`src/hdl/dtc_consts.svh`:
```
// constants for the dual timer/counter block
`ifndef DTC_CONSTS_SVH
`define DTC_CONSTS_SVH
`define DTC_CTRL_ADDR     8'h88
`define DTC_MODE_ADDR     8'h89
`define DTC_CTRL_RESET    8'h00
`define DTC_MODE_RESET    8'h00
`define DTC_MCYCLE_CLKS   6
`define DTC_CTRL_TF1      7
`define DTC_CTRL_TR1      6
`define DTC_CTRL_TF0      5
`define DTC_CTRL_TR0      4
`define DTC_CTRL_IE1      3
`define DTC_CTRL_IT1      2
`define DTC_CTRL_IE0      1
`define DTC_CTRL_IT0      0
`define DTC_MODE_GATE1    7
`define DTC_MODE_GATE0    3
`define DTC_CNT_ADDR0     8'h8A
`define DTC_CNT_ADDR1     8'h8C
// bus byte addresses: each register index above times four, one word apiece
`define DTC_CTRL_BYTE     12'h220
`define DTC_MODE_BYTE     12'h224
`define DTC_CNT_BYTE0     12'h228
`define DTC_CNT_BYTE1     12'h230
`endif

```
`src/hdl/dtc_pkg.sv`:
```
// types shared by the dual timer/counter block
package dtc_pkg;
  typedef enum logic [1:0] {
    DTC_M13   = 2'b00,
    DTC_M16   = 2'b01,
    DTC_M8AR  = 2'b10,
    DTC_SPLIT = 2'b11
  } dtc_mode_e;
  // one timer's half of the mode register
  typedef struct packed {
    logic      gate;
    logic      src_pin;
    dtc_mode_e mode;
  } dtc_tmode_s;
  typedef struct packed {
    logic [7:0] high;
    logic [7:0] low;
  } dtc_count_s;
endpackage : dtc_pkg

```
`src/hdl/dtc_timer.sv`:
```
// two timer/counters with four modes, irq latches, axi4-lite slave
//
// Added by the designer: the AXI4-Lite slave port.
`timescale 1ns/1ps
`include "dtc_consts.svh"
module dtc_timer (
  input  wire logic        ref_clk_in,
  input  wire logic        sys_rst_in,
  // axi4-lite slave
  input  wire logic [31:0] s_axi_awaddr_in,
  input  wire logic        s_axi_awvalid_in,
  output logic             s_axi_awready_out,
  input  wire logic [31:0] s_axi_wdata_in,
  input  wire logic [3:0]  s_axi_wstrb_in,
  input  wire logic        s_axi_wvalid_in,
  output logic             s_axi_wready_out,
  output logic [1:0]       s_axi_bresp_out,
  output logic             s_axi_bvalid_out,
  input  wire logic        s_axi_bready_in,
  input  wire logic [31:0] s_axi_araddr_in,
  input  wire logic        s_axi_arvalid_in,
  output logic             s_axi_arready_out,
  output logic [31:0]      s_axi_rdata_out,
  output logic [1:0]       s_axi_rresp_out,
  output logic             s_axi_rvalid_out,
  input  wire logic        s_axi_rready_in,
  // pins
  input  wire logic        first_count_pin_in,
  input  wire logic        second_count_pin_in,
  input  wire logic        ext_irq_zero_pin_in,
  input  wire logic        ext_irq_one_pin_in,
  // interrupt acknowledges from the processor's vectoring logic
  input  wire logic        ack_first_ovf_in,
  input  wire logic        ack_second_ovf_in,
  input  wire logic        ack_irq_zero_in,
  input  wire logic        ack_irq_one_in,
  output logic             first_overflow_flag_out,
  output logic             second_overflow_flag_out,
  output logic             irq_zero_latch_out,
  output logic             irq_one_latch_out,
  output logic             baud_tick_out
);
  logic [7:0]          timer_control_reg;
  logic [7:0]          timer_mode_reg;
  dtc_pkg::dtc_count_s cnt0;
  dtc_pkg::dtc_count_s cnt1;
  dtc_pkg::dtc_tmode_s tm0;
  dtc_pkg::dtc_tmode_s tm1;
  logic [2:0]          mc_div;
  logic                mc_tick;
  logic [1:0]          pin_smp;
  logic [1:0]          pin_fall;
  logic [1:0]          irq_prev;
  logic                en0;
  logic                en1;
  logic                en0h;
  logic                inc0;
  logic                inc1;
  logic                inc0h;
  dtc_pkg::dtc_count_s next_cnt0;
  dtc_pkg::dtc_count_s next_cnt1;
  logic                ovf0;
  logic                ovf1;
  logic                ovf0h;
  // axi
  logic                aw_held;
  logic                w_held;
  logic [11:0]         aw_addr;
  logic [31:0]         w_data;
  logic [3:0]          w_strb;
  logic                wr_go;
  logic                wr_ctrl;
  logic                wr_mode;
  logic                wr_cnt0;
  logic                wr_cnt1;

  assign tm0 = dtc_pkg::dtc_tmode_s'(timer_mode_reg[3:0]);
  assign tm1 = dtc_pkg::dtc_tmode_s'(timer_mode_reg[7:4]);

  // machine cycle strobe: one clock in six
  always_ff @(posedge ref_clk_in or posedge sys_rst_in) begin
    if (sys_rst_in) begin
      mc_div <= 3'h0;
    end else if (mc_div == 3'(`DTC_MCYCLE_CLKS - 1)) begin
      mc_div <= 3'h0;
    end else begin
      mc_div <= mc_div + 3'h1;
    end
  end
  assign mc_tick = (mc_div == 3'(`DTC_MCYCLE_CLKS - 1));

  // count pins sampled once per machine cycle; fall = high then low sample
  always_ff @(posedge ref_clk_in or posedge sys_rst_in) begin
    if (sys_rst_in) begin
      pin_smp <= 2'h0;
    end else if (mc_tick) begin
      pin_smp <= {second_count_pin_in, first_count_pin_in};
    end
  end
  assign pin_fall = pin_smp & ~{second_count_pin_in, first_count_pin_in};

  // gating: run bit and (no qualify or irq pin high)
  assign en0  = timer_control_reg[`DTC_CTRL_TR0] &
                (~timer_mode_reg[`DTC_MODE_GATE0] | ext_irq_zero_pin_in);
  // timer one is frozen by its own split mode, as if run were clear
  assign en1  = timer_control_reg[`DTC_CTRL_TR1] & (tm1.mode != dtc_pkg::DTC_SPLIT) &
                (~timer_mode_reg[`DTC_MODE_GATE1] | ext_irq_one_pin_in);
  // split high byte: machine cycles only, gated by second run bit alone
  assign en0h = timer_control_reg[`DTC_CTRL_TR1] & (tm0.mode == dtc_pkg::DTC_SPLIT);
  assign inc0 = mc_tick & en0 & (tm0.src_pin ? pin_fall[0] : 1'b1);
  assign inc1 = mc_tick & en1 & (tm1.src_pin ? pin_fall[1] : 1'b1);
  assign inc0h = mc_tick & en0h;

  // next count and overflow for one timer; split flag only meaningful for timer zero
  function automatic logic [16:0] step(input dtc_pkg::dtc_count_s c,
                                       input dtc_pkg::dtc_mode_e m);
    logic [5:0] lo5;
    logic [8:0] hi9;
    logic [8:0] lo9;
    logic [16:0] w;
    lo5 = 6'h0;
    hi9 = 9'h0;
    lo9 = 9'h0;
    w   = 17'h0;
    unique case (m)
      dtc_pkg::DTC_M13: begin
        // upper three low bits are left as they are and ignored
        lo5 = {1'b0, c.low[4:0]} + 6'h01;
        hi9 = {1'b0, c.high} + {8'h00, lo5[5]};
        step = {hi9[8], hi9[7:0], c.low[7:5], lo5[4:0]};
      end
      dtc_pkg::DTC_M16: begin
        w = {1'b0, c} + 17'h00001;
        step = w;
      end
      dtc_pkg::DTC_M8AR: begin
        lo9 = {1'b0, c.low} + 9'h001;
        // reload from high byte, high byte untouched
        step = {lo9[8], c.high, (lo9[8] ? c.high : lo9[7:0])};
      end
      dtc_pkg::DTC_SPLIT: begin
        lo9 = {1'b0, c.low} + 9'h001;
        step = {lo9[8], c.high, lo9[7:0]};
      end
    endcase
  endfunction : step

  logic [16:0] s0;
  logic [16:0] s1;
  logic [8:0]  h0;
  assign s0 = step(cnt0, tm0.mode);
  assign s1 = step(cnt1, tm1.mode);
  assign h0 = {1'b0, cnt0.high} + 9'h001;

  // count update: software writes to count bytes beat the increment
  always_comb begin
    next_cnt0 = cnt0;
    next_cnt1 = cnt1;
    ovf0  = 1'b0;
    ovf1  = 1'b0;
    ovf0h = 1'b0;
    if (inc0) begin
      next_cnt0 = dtc_pkg::dtc_count_s'(s0[15:0]);
      ovf0      = s0[16];
    end
    if (inc0h) begin
      next_cnt0.high = h0[7:0];
      ovf0h          = h0[8];
    end
    if (inc1) begin
      next_cnt1 = dtc_pkg::dtc_count_s'(s1[15:0]);
      ovf1      = s1[16];
    end
    if (wr_cnt0) begin
      if (w_strb[0]) next_cnt0.low = w_data[7:0];
      if (w_strb[1]) next_cnt0.high = w_data[15:8];
    end
    if (wr_cnt1) begin
      if (w_strb[0]) next_cnt1.low = w_data[7:0];
      if (w_strb[1]) next_cnt1.high = w_data[15:8];
    end
  end

  // counts only move through next_cnt; run bit writes never touch them
  always_ff @(posedge ref_clk_in or posedge sys_rst_in) begin
    if (sys_rst_in) begin
      cnt0 <= 16'h0000;
      cnt1 <= 16'h0000;
    end else begin
      cnt0 <= next_cnt0;
      cnt1 <= next_cnt1;
    end
  end

  // baud overflow pulse from timer one, still live while timer zero is split
  always_ff @(posedge ref_clk_in or posedge sys_rst_in) begin
    if (sys_rst_in) begin
      baud_tick_out <= 1'b0;
    end else begin
      baud_tick_out <= ovf1;
    end
  end

  // mode register: plain software storage
  always_ff @(posedge ref_clk_in or posedge sys_rst_in) begin
    if (sys_rst_in) begin
      timer_mode_reg <= `DTC_MODE_RESET;
    end else if (wr_mode && w_strb[0]) begin
      timer_mode_reg <= w_data[7:0];
    end
  end

  // irq pin history for falling edge detection
  always_ff @(posedge ref_clk_in or posedge sys_rst_in) begin
    if (sys_rst_in) begin
      irq_prev <= 2'h3;
    end else begin
      irq_prev <= {ext_irq_one_pin_in, ext_irq_zero_pin_in};
    end
  end

  // control register; hardware set wins over software or ack clear
  logic set_tf0;
  logic set_tf1;
  logic set_ie0;
  logic set_ie1;
  assign set_tf0 = ovf0;
  assign set_tf1 = ovf1 | ovf0h;
  assign set_ie0 = timer_control_reg[`DTC_CTRL_IT0] ?
                   (irq_prev[0] & ~ext_irq_zero_pin_in) : ~ext_irq_zero_pin_in;
  assign set_ie1 = timer_control_reg[`DTC_CTRL_IT1] ?
                   (irq_prev[1] & ~ext_irq_one_pin_in) : ~ext_irq_one_pin_in;
  always_ff @(posedge ref_clk_in or posedge sys_rst_in) begin
    if (sys_rst_in) begin
      timer_control_reg <= `DTC_CTRL_RESET;
    end else begin
      if (wr_ctrl && w_strb[0]) begin
        timer_control_reg <= w_data[7:0];
      end
      if (ack_first_ovf_in) timer_control_reg[`DTC_CTRL_TF0] <= 1'b0;
      if (ack_second_ovf_in) timer_control_reg[`DTC_CTRL_TF1] <= 1'b0;
      if (ack_irq_zero_in) timer_control_reg[`DTC_CTRL_IE0] <= 1'b0;
      if (ack_irq_one_in) timer_control_reg[`DTC_CTRL_IE1] <= 1'b0;
      if (set_tf0) timer_control_reg[`DTC_CTRL_TF0] <= 1'b1;
      if (set_tf1) timer_control_reg[`DTC_CTRL_TF1] <= 1'b1;
      if (set_ie0) timer_control_reg[`DTC_CTRL_IE0] <= 1'b1;
      if (set_ie1) timer_control_reg[`DTC_CTRL_IE1] <= 1'b1;
    end
  end
  assign first_overflow_flag_out  = timer_control_reg[`DTC_CTRL_TF0];
  assign second_overflow_flag_out = timer_control_reg[`DTC_CTRL_TF1];
  assign irq_zero_latch_out       = timer_control_reg[`DTC_CTRL_IE0];
  assign irq_one_latch_out        = timer_control_reg[`DTC_CTRL_IE1];

  // axi write: address and data caught in either order, one write at a time
  assign s_axi_awready_out = ~aw_held & ~s_axi_bvalid_out;
  assign s_axi_wready_out  = ~w_held & ~s_axi_bvalid_out;
  assign wr_go   = aw_held & w_held;
  // only the low twelve address bits are decoded, so higher bits alias
  assign wr_ctrl = wr_go & (aw_addr == `DTC_CTRL_BYTE);
  assign wr_mode = wr_go & (aw_addr == `DTC_MODE_BYTE);
  assign wr_cnt0 = wr_go & (aw_addr == `DTC_CNT_BYTE0);
  assign wr_cnt1 = wr_go & (aw_addr == `DTC_CNT_BYTE1);
  always_ff @(posedge ref_clk_in or posedge sys_rst_in) begin
    if (sys_rst_in) begin
      aw_held          <= 1'b0;
      w_held           <= 1'b0;
      aw_addr          <= 12'h000;
      w_data           <= 32'h00000000;
      w_strb           <= 4'h0;
      s_axi_bvalid_out <= 1'b0;
      s_axi_bresp_out  <= 2'h0;
    end else begin
      if (s_axi_awvalid_in && s_axi_awready_out) begin
        aw_held <= 1'b1;
        aw_addr <= s_axi_awaddr_in[11:0];
      end
      if (s_axi_wvalid_in && s_axi_wready_out) begin
        w_held <= 1'b1;
        w_data <= s_axi_wdata_in;
        w_strb <= s_axi_wstrb_in;
      end
      if (wr_go) begin
        aw_held          <= 1'b0;
        w_held           <= 1'b0;
        s_axi_bvalid_out <= 1'b1;
        s_axi_bresp_out  <= (wr_ctrl | wr_mode | wr_cnt0 | wr_cnt1) ? 2'h0 : 2'h2;
      end else if (s_axi_bvalid_out && s_axi_bready_in) begin
        s_axi_bvalid_out <= 1'b0;
      end
    end
  end

  // axi read: one cycle after address handshake; unmapped gives slverr
  assign s_axi_arready_out = ~s_axi_rvalid_out;
  always_ff @(posedge ref_clk_in or posedge sys_rst_in) begin
    if (sys_rst_in) begin
      s_axi_rvalid_out <= 1'b0;
      s_axi_rdata_out  <= 32'h00000000;
      s_axi_rresp_out  <= 2'h0;
    end else if (s_axi_arvalid_in && s_axi_arready_out) begin
      s_axi_rvalid_out <= 1'b1;
      s_axi_rresp_out  <= 2'h0;
      unique case (s_axi_araddr_in[11:0])
        `DTC_CTRL_BYTE: s_axi_rdata_out <= {24'h000000, timer_control_reg};
        `DTC_MODE_BYTE: s_axi_rdata_out <= {24'h000000, timer_mode_reg};
        `DTC_CNT_BYTE0: s_axi_rdata_out <= {16'h0000, cnt0};
        `DTC_CNT_BYTE1: s_axi_rdata_out <= {16'h0000, cnt1};
        default: begin
          s_axi_rdata_out <= 32'h00000000;
          s_axi_rresp_out <= 2'h2;
        end
      endcase
    end else if (s_axi_rvalid_out && s_axi_rready_in) begin
      s_axi_rvalid_out <= 1'b0;
    end
  end

  // checks
  mc_period_a: assert property (@(posedge ref_clk_in) disable iff (sys_rst_in)
    mc_tick |=> !mc_tick [*5] ##1 mc_tick) else $error("machine cycle not six clocks");
  gate_block_a: assert property (@(posedge ref_clk_in) disable iff (sys_rst_in)
    (!timer_control_reg[`DTC_CTRL_TR0] && !wr_cnt0 && tm0.mode != dtc_pkg::DTC_SPLIT)
    |=> cnt0 == $past(cnt0)) else $error("timer zero moved while stopped");
  qual_pin_a: assert property (@(posedge ref_clk_in) disable iff (sys_rst_in)
    (timer_mode_reg[`DTC_MODE_GATE1] && !ext_irq_one_pin_in && !wr_cnt1)
    |=> cnt1 == $past(cnt1)) else $error("timer one moved with pin low");
  t1_split_a: assert property (@(posedge ref_clk_in) disable iff (sys_rst_in)
    (tm1.mode == dtc_pkg::DTC_SPLIT && !wr_cnt1) |=> cnt1 == $past(cnt1))
    else $error("timer one counted in mode 11");
  reload_a: assert property (@(posedge ref_clk_in) disable iff (sys_rst_in)
    (inc0 && tm0.mode == dtc_pkg::DTC_M8AR && cnt0.low == 8'hFF && !wr_cnt0)
    |=> cnt0.low == $past(cnt0.high) && cnt0.high == $past(cnt0.high)
        && timer_control_reg[`DTC_CTRL_TF0]) else $error("auto reload wrong");
  m13_carry_a: assert property (@(posedge ref_clk_in) disable iff (sys_rst_in)
    (inc1 && tm1.mode == dtc_pkg::DTC_M13 && cnt1.low[4:0] == 5'h1F && !wr_cnt1)
    |=> cnt1.high == $past(cnt1.high) + 8'h01 && cnt1.low[4:0] == 5'h00)
    else $error("prescaler carry lost");
  m16_wrap_a: assert property (@(posedge ref_clk_in) disable iff (sys_rst_in)
    (inc1 && tm1.mode == dtc_pkg::DTC_M16 && cnt1 == 16'hFFFF && !wr_cnt1)
    |=> cnt1 == 16'h0000 && timer_control_reg[`DTC_CTRL_TF1]) else $error("16-bit wrap");
  split_hi_a: assert property (@(posedge ref_clk_in) disable iff (sys_rst_in)
    (inc0h && cnt0.high == 8'hFF) |=> timer_control_reg[`DTC_CTRL_TF1])
    else $error("split high byte overflow lost");
  level_irq_a: assert property (@(posedge ref_clk_in) disable iff (sys_rst_in)
    (!timer_control_reg[`DTC_CTRL_IT0] && !ext_irq_zero_pin_in)
    |=> timer_control_reg[`DTC_CTRL_IE0]) else $error("low level not latched");
  // flag and pulse checks; set must beat any clear landing in the same cycle
  tf0_set_a: assert property (@(posedge ref_clk_in) disable iff (sys_rst_in)
    ovf0 |=> timer_control_reg[`DTC_CTRL_TF0]) else $error("overflow flag not set");
  tf_ack_a: assert property (@(posedge ref_clk_in) disable iff (sys_rst_in)
    (ack_first_ovf_in && !set_tf0) |=> !timer_control_reg[`DTC_CTRL_TF0])
    else $error("ack did not clear flag");
  run_hold_a: assert property (@(posedge ref_clk_in) disable iff (sys_rst_in)
    !(wr_ctrl && w_strb[0]) |=>
    timer_control_reg[`DTC_CTRL_TR0] == $past(timer_control_reg[`DTC_CTRL_TR0]) &&
    timer_control_reg[`DTC_CTRL_TR1] == $past(timer_control_reg[`DTC_CTRL_TR1]))
    else $error("run bit changed without write");
  edge_irq_a: assert property (@(posedge ref_clk_in) disable iff (sys_rst_in)
    (timer_control_reg[`DTC_CTRL_IT1] && irq_prev[1] && !ext_irq_one_pin_in)
    |=> timer_control_reg[`DTC_CTRL_IE1]) else $error("falling edge not latched");
  pin_only_a: assert property (@(posedge ref_clk_in) disable iff (sys_rst_in)
    (tm0.src_pin && !pin_fall[0] && !wr_cnt0) |=> cnt0.low == $past(cnt0.low))
    else $error("counter moved without pin edge");
  reload_high_a: assert property (@(posedge ref_clk_in) disable iff (sys_rst_in)
    (tm0.mode == dtc_pkg::DTC_M8AR && !wr_cnt0) |=> cnt0.high == $past(cnt0.high))
    else $error("reload byte changed");
  baud_pulse_a: assert property (@(posedge ref_clk_in) disable iff (sys_rst_in)
    ovf1 |=> baud_tick_out) else $error("baud tick missing");
  split_lo_a: assert property (@(posedge ref_clk_in) disable iff (sys_rst_in)
    (inc0 && tm0.mode == dtc_pkg::DTC_SPLIT && cnt0.low == 8'hFF && !wr_cnt0)
    |=> cnt0.low == 8'h00 && timer_control_reg[`DTC_CTRL_TF0])
    else $error("split low byte wrap wrong");
endmodule : dtc_timer

```
`config.mk`:
```
export PLATFORM = sky130hd
export DESIGN_NAME = dtc_timer
export DESIGN_NICKNAME = d
export VERILOG_FILES = /design/src/hdl/dtc_pkg.sv /design/src/hdl/dtc_timer.sv
export VERILOG_INCLUDE_DIRS = /design/src /design/src/hdl
export SDC_FILE = /design/constraint.sdc
export NUM_CORES = 1
export LEC_CHECK = 0
export CAP_MARGIN = 20
export CORE_AREA = 2 2 106 108
export DETAILED_ROUTE_END_ITERATION = 10
export DIE_AREA = 0 0 108 110
export DONT_BUFFER_PORTS = 1
export PLACE_DENSITY = 0.75
export SLEW_MARGIN = 25
export SYNTH_ARGS = -nofsm -noshare
export SYNTH_HDL_FRONTEND = slang
export SYNTH_SLANG_ARGS = --single-unit
```
`constraint.sdc`:
```
create_clock -name ref_clk_in -period 3.1 [get_ports ref_clk_in]
set_input_delay 0 -clock ref_clk_in [delete_from_list [all_inputs] [get_ports ref_clk_in]]
set_output_delay 0 -clock ref_clk_in [all_outputs]
set_load 0.01 [all_outputs]
```
### Yosys cells after proc, flatten, opt, wreduce, memory -nomap -nowiden

Cells that the tools add are included.

| storage, ports and cells | value |
|---|---|
| register bits after elaboration | 126 |
| input bits | 115 |

| cells by class | value |
|---|---|
| mux-type cells | 41 |
| equal/unequal tests | 16 |
| reduce and logical (&&, ||, !) cells | 18 |
| add/subtract/negate cells | 10 |
| bitwise operators | 34 |

Operators with widths:

| operator | number |
|---|---|
| one-hot mux 17 bit (4 select lines) | 2 |
| == test 12 x 10 -> 1 bit, second input constant | 8 |
| 2-to-1 mux 16 bit | 4 |
| 2-to-1 mux 8 bit | 8 |
| one-hot mux 16 bit (4 select lines) | 1 |
| adder 16 x 1 -> 17 bit, second input constant | 2 |
| adder 8 x 1 -> 9 bit, second input constant | 3 |
| 2-to-1 mux 1 bit | 23 |
| adder 8 x 1 -> 9 bit | 2 |
| AND 1 bit | 18 |
| adder 5 x 1 -> 6 bit, second input constant | 2 |
| nonzero test 3 bit | 4 |
| == test 2 bit, second input constant | 4 |
| NOT 1 bit | 8 |
| nonzero test 2 bit | 4 |
| logical AND 1 bit | 7 |
| bitwise OR 1 bit | 6 |
| == test 2 x 1 -> 1 bit, second input constant | 2 |
| zero test 2 bit | 2 |
| 2-to-1 mux 2 bit | 2 |
| OR reduction 4 bit | 1 |
| adder 3 x 1 -> 3 bit, second input constant | 1 |
| == test 3 bit, second input constant | 1 |
| 2-to-1 mux 3 bit | 1 |
| other kinds (3) | 3 |

### Depth between registers and ports, before layout

| logic depth | value |
|---|---|
| depth after elaboration | 9 |
| depth in mapped cells | 11 |

### Worst setup path after synthesis

No wires, ideal clock.

| timing path | value |
|---|---|
| path type | register to register |
| start | register cnt0[2] (netlist name) |
| end | register cnt0[9] (netlist name) |
| buffers on the path | 2 |
| path slack | 0.793 ns |
| stages on the path, launching flop included | 11 |
| library setup time | 0.121 ns |
| arrival | 2.186 ns |
| clock period less this slack | 2.307 ns |
| cells stage by stage | dfrtp_1 > clkbuf_1 > nand3_1 > or2_2 > clkbuf_1 > nor2_1 > ha_1 > or4_1 > o21ai_0 > a211oi_1 > o22a_1 |

RTL lines:

| element | RTL line | RTL |
|---|---|---|
| start: declaration | dtc_timer.sv:45 | `dtc_pkg::dtc_count_s cnt0;` |
| start signal: assignment | dtc_timer.sv:190 | `cnt0 <= next_cnt0;` |

### Final worst setup path

| timing path | value |
|---|---|
| start | input port s_axi_araddr_in[8] |
| end | register s_axi_rdata_out[0] |

| between the ends | value |
|---|---|
| word-level cells in the longest chain between the ends | 2 |

Ends and longest elaborated chain:

| element | RTL line | RTL |
|---|---|---|
| start: declaration | dtc_timer.sv:20 | `input wire logic [31:0] s_axi_araddr_in,` |
| == test 12 x 10 -> 1 bit | dtc_timer.sv:304 | `unique case (s_axi_araddr_in[11:0])` |
| one-hot mux 16 bit (4 select lines) (*) | dtc_timer.sv:304 |  |
| end signal: assignment | dtc_timer.sv:305 | `` `DTC_CTRL_BYTE: s_axi_rdata_out <= {24'h000000, timer_control_reg}; `` |
| end signal: assignment | dtc_timer.sv:306 | `` `DTC_MODE_BYTE: s_axi_rdata_out <= {24'h000000, timer_mode_reg}; `` |
| end signal: assignment | dtc_timer.sv:307 | `` `DTC_CNT_BYTE0: s_axi_rdata_out <= {16'h0000, cnt0}; `` |
| end: declaration | dtc_timer.sv:23 | `output logic [31:0] s_axi_rdata_out,` |

Every way passes the cells marked *; elsewhere a longest branch is shown, timed or not.
A chain may end at the register's enable or synchronous reset.

==> flow_metrics.tcl <==
set metrics [dict create \
    n_fill_cell 921 \
    routed_wl_um 14900 \
    routed-via-count 4724 \
    finalSetupTns_ns 0 \
    cp.arrival_ns 2.93 \
    core_sq_um 10700 \
    seqCellArea_sq_um 2710 \
    hpwl_um 10600 \
    grt_overflow_total 0 \
    dpl_worst_slack_ns 0.725 \
    seq_area_frac_synth_pct 46.4 \
    yosysWarnings 0 \
    ant_nets 0 \
    dpl_cell_area_sq_um 5910 \
    antenna_found_initial 0 \
    fin_nets 744 \
    critPathMaxStageDelay_ns 0.90 \
    fin_util_pct 61.2 \
    tightest_slew_ns 0.949 \
    fin_area_sq_um 6540 \
    rows 38 \
    first_pass_iters 5 \
    ys.flop_type "dfrtp_1" \
    wl_per_cell_um 19.4 \
    worst_hold_slack_ns 0.0297 \
    cpMostUsedCell "dlygate4sd3_1" \
    cts_tree "yes" \
    crit_chain "nor4b_1, nand4_1, nor4b_4, dlygate4sd3_1, nand2_1, a21oi_1, dlygate4sd3_1" \
    cts_sinks 108 \
    clk_latency_ns 0.39 \
    setup_viol 0 \
    routabilityCongestion 0.910 \
    cts_root_buffer "clkbuf_8" \
    synth_area_sq_um 5830 \
    grt_max_degree 83 \
    finalHoldViolCount 0 \
    slowest_stage "nor4b_4" \
    setup_ws_ns 0.508 \
    die_area_sq_um 11900 \
    max-cap-violations 0 \
    holdPathEnd "s_axi_rdata_out[6]" \
    relSlewSlack_pct 36.4 \
    post_cts_buffers 0 \
    powerDensity_nw_per_um2 532 \
    final_cell_mix "dfrtp_1, nor2_1, mux2_2" \
    dieWidth_um 108 \
    drive_gt1_share_pct 14.5 \
    drv_slew 0 \
    viasPerCell 6.14 \
    grt_pass1_wl_um 23800 \
    synthCells 585 \
    worstPathRequired_ns 3.44 \
    worstSetupPathType "input port to flip-flop" \
    post-place-cells 708 \
    ys_types 64 \
    outcome "finished clean" \
    multi_input_area_sq_um 2890 \
    fin_skew_ns 0.0186 \
    final_cells 769 \
    initial_core_util_pct 54.5 \
    synth.avg_cell_area_sq_um 9.96 \
    reg2regPathDepth 8 \
    h-tree-depth 3 \
    area_delta_synth_final_pct 12.3 \
    cts_resized 0 \
    period_needed_ns 2.59 \
    synth-edff-count 0 \
    min_path_type "input port to flip-flop" \
    numCtsBuffers 9 \
    hold-path-cell-count 3 \
    reg2reg_from "cnt0[2]" \
    worstPathMaxFanout 16 \
    period_share_pct 83.6 \
    path_clk_slew_ns 0.12 \
    rr_endpoint "cnt0[9]" \
    worst-r2r-setup-slack_ns 0.68 \
    port_buffers 0 \
    crit_buf_inv 2 \
    ir_drop_v 0.000517 \
    start_kind "input port" \
    fp.dieH_um 110 \
    end_kind "flip-flop" \
    rsz0062_at_grt "no" \
    drtIter0Drc 341 \
    clock.fmax_mhz 386 \
    clk_path_buf_depth 2 \
    drc 0 \
    io_pins 161 \
    layout_commonest_cell "dfrtp_1" \
    cp_top_family "simple AND/OR/NAND/NOR gates" \
    p_leak_nw 2.72 \
    hold_path_startpoint "s_axi_araddr_in[2]" \
    grt_pass1_vias 4674 \
    asyncSetResetFlopFracSynth_pct 100 \
    n_antenna_cell 0 \
    synth_seq_cells 108 \
    grt_usage_pct 26.5 \
    p_total_mw 3.48 \
]
[power by group]
part | switching (mW) | internal (mW) | total [mW] | leakage (nW)
sequential | 0.333 | 1.69 | 2.02 | 1.27
combinational | 0.277 | 0.361 | 0.639 | 1.36
clock | 0.516 | 0.304 | 0.820 | 0.0927
[per-layer routing]
layer  wire (um)  global-route usage, %
met1        6160                   33.9
met2        7140                   43.8
met3        1110                   4.12
met4         536                   13.7
met5           0                      0
[how the worst max path moves through the flow]
stage / slack [ns] / start / endpoint / depth (start not counted)
after global placement: 0.80 / cnt0[2] / cnt0[9] / 8
after CTS: 0.54 / s_axi_araddr_in[8] / s_axi_rdata_out[0] / 7
after floorplan: 0.26 / sys_rst_in / aw_addr[0] / 1
after global routing: 0.24 / s_axi_araddr_in[8] / s_axi_rdata_out[0] / 7
final: 0.51 / s_axi_araddr_in[8] / s_axi_rdata_out[0] / 7
after detailed placement: 0.72 / cnt0[2] / cnt0[9] / 8
[layout make-up]
type,count,area share [%]
Clock buffer,9,1.89
Clock inverter,7,0.918
Inverter,14,0.880
Multi-Input combinational cell,435,44.1
Sequential cell,108,41.3
Tap cell,140,2.68
Timing Repair Buffer,56,8.15
[cells in the mapped netlist, types with 3 or more instances]
library cell,n,area share [%]
nand2b_1,4,0.43
dfrtp_1,106,46
xnor2_1,11,1.7
inv_1,14,0.90
a211oi_1,6,0.77
nor3_1,10,0.86
a221oi_1,10,1.5
a31oi_1,6,0.64
ha_1,5,1.1
a21oi_1,44,3.8
o21ai_0,25,2.1
nand4_1,8,0.86
buf_2,5,0.43
o211ai_1,6,0.77
and3_1,9,0.97
o21a_1,5,0.64
a21o_1,7,0.90
nand3_1,19,1.6
buf_4,18,2.3
clkbuf_1,22,1.4
a22oi_1,8,1.0
nor2_1,58,3.7
nand2_1,44,2.8
mux2i_1,9,1.5
nor4_1,3,0.32
nor2b_1,11,1.2
xor2_1,6,0.90
and2_1,4,0.43
mux2_2,51,9.9
o22ai_1,7,0.75
[kinds of logic (layout without fill, tap and decap cells)]
logic type      Yosys count  in the layout  synth area share (%)
flops                   108            108                  46.4
fa+ha+maj                 7              7                  1.42
xor+xnor                 17             17                  2.56
simple gates            189            189                  16.8
mux                      60             60                  11.4
compound gates          144            144                  16.2
buf+inv                  59             86                  5.07
other cells               1             18                0.0644
[what timing repair did]
| action | CTS | global route |
|---|---|---|
| endpoints found under the hold margin | 120 | 0 |
| setup endpoints to repair | 0 | 0 |
| hold buffers | 45 | 0 |
[worst reg2reg max path: stages, from the launching register on]
cell	delay, ns
dfrtp_1	0.51
nand3_1	0.21
or2_2	0.39
nor2_1	0.11
ha_1	0.23
or4_1	0.46
o21ai_0	0.10
a211oi_1	0.10
o22a_1	0.20
No activity file was read; power rests on OpenSTA's default activity.
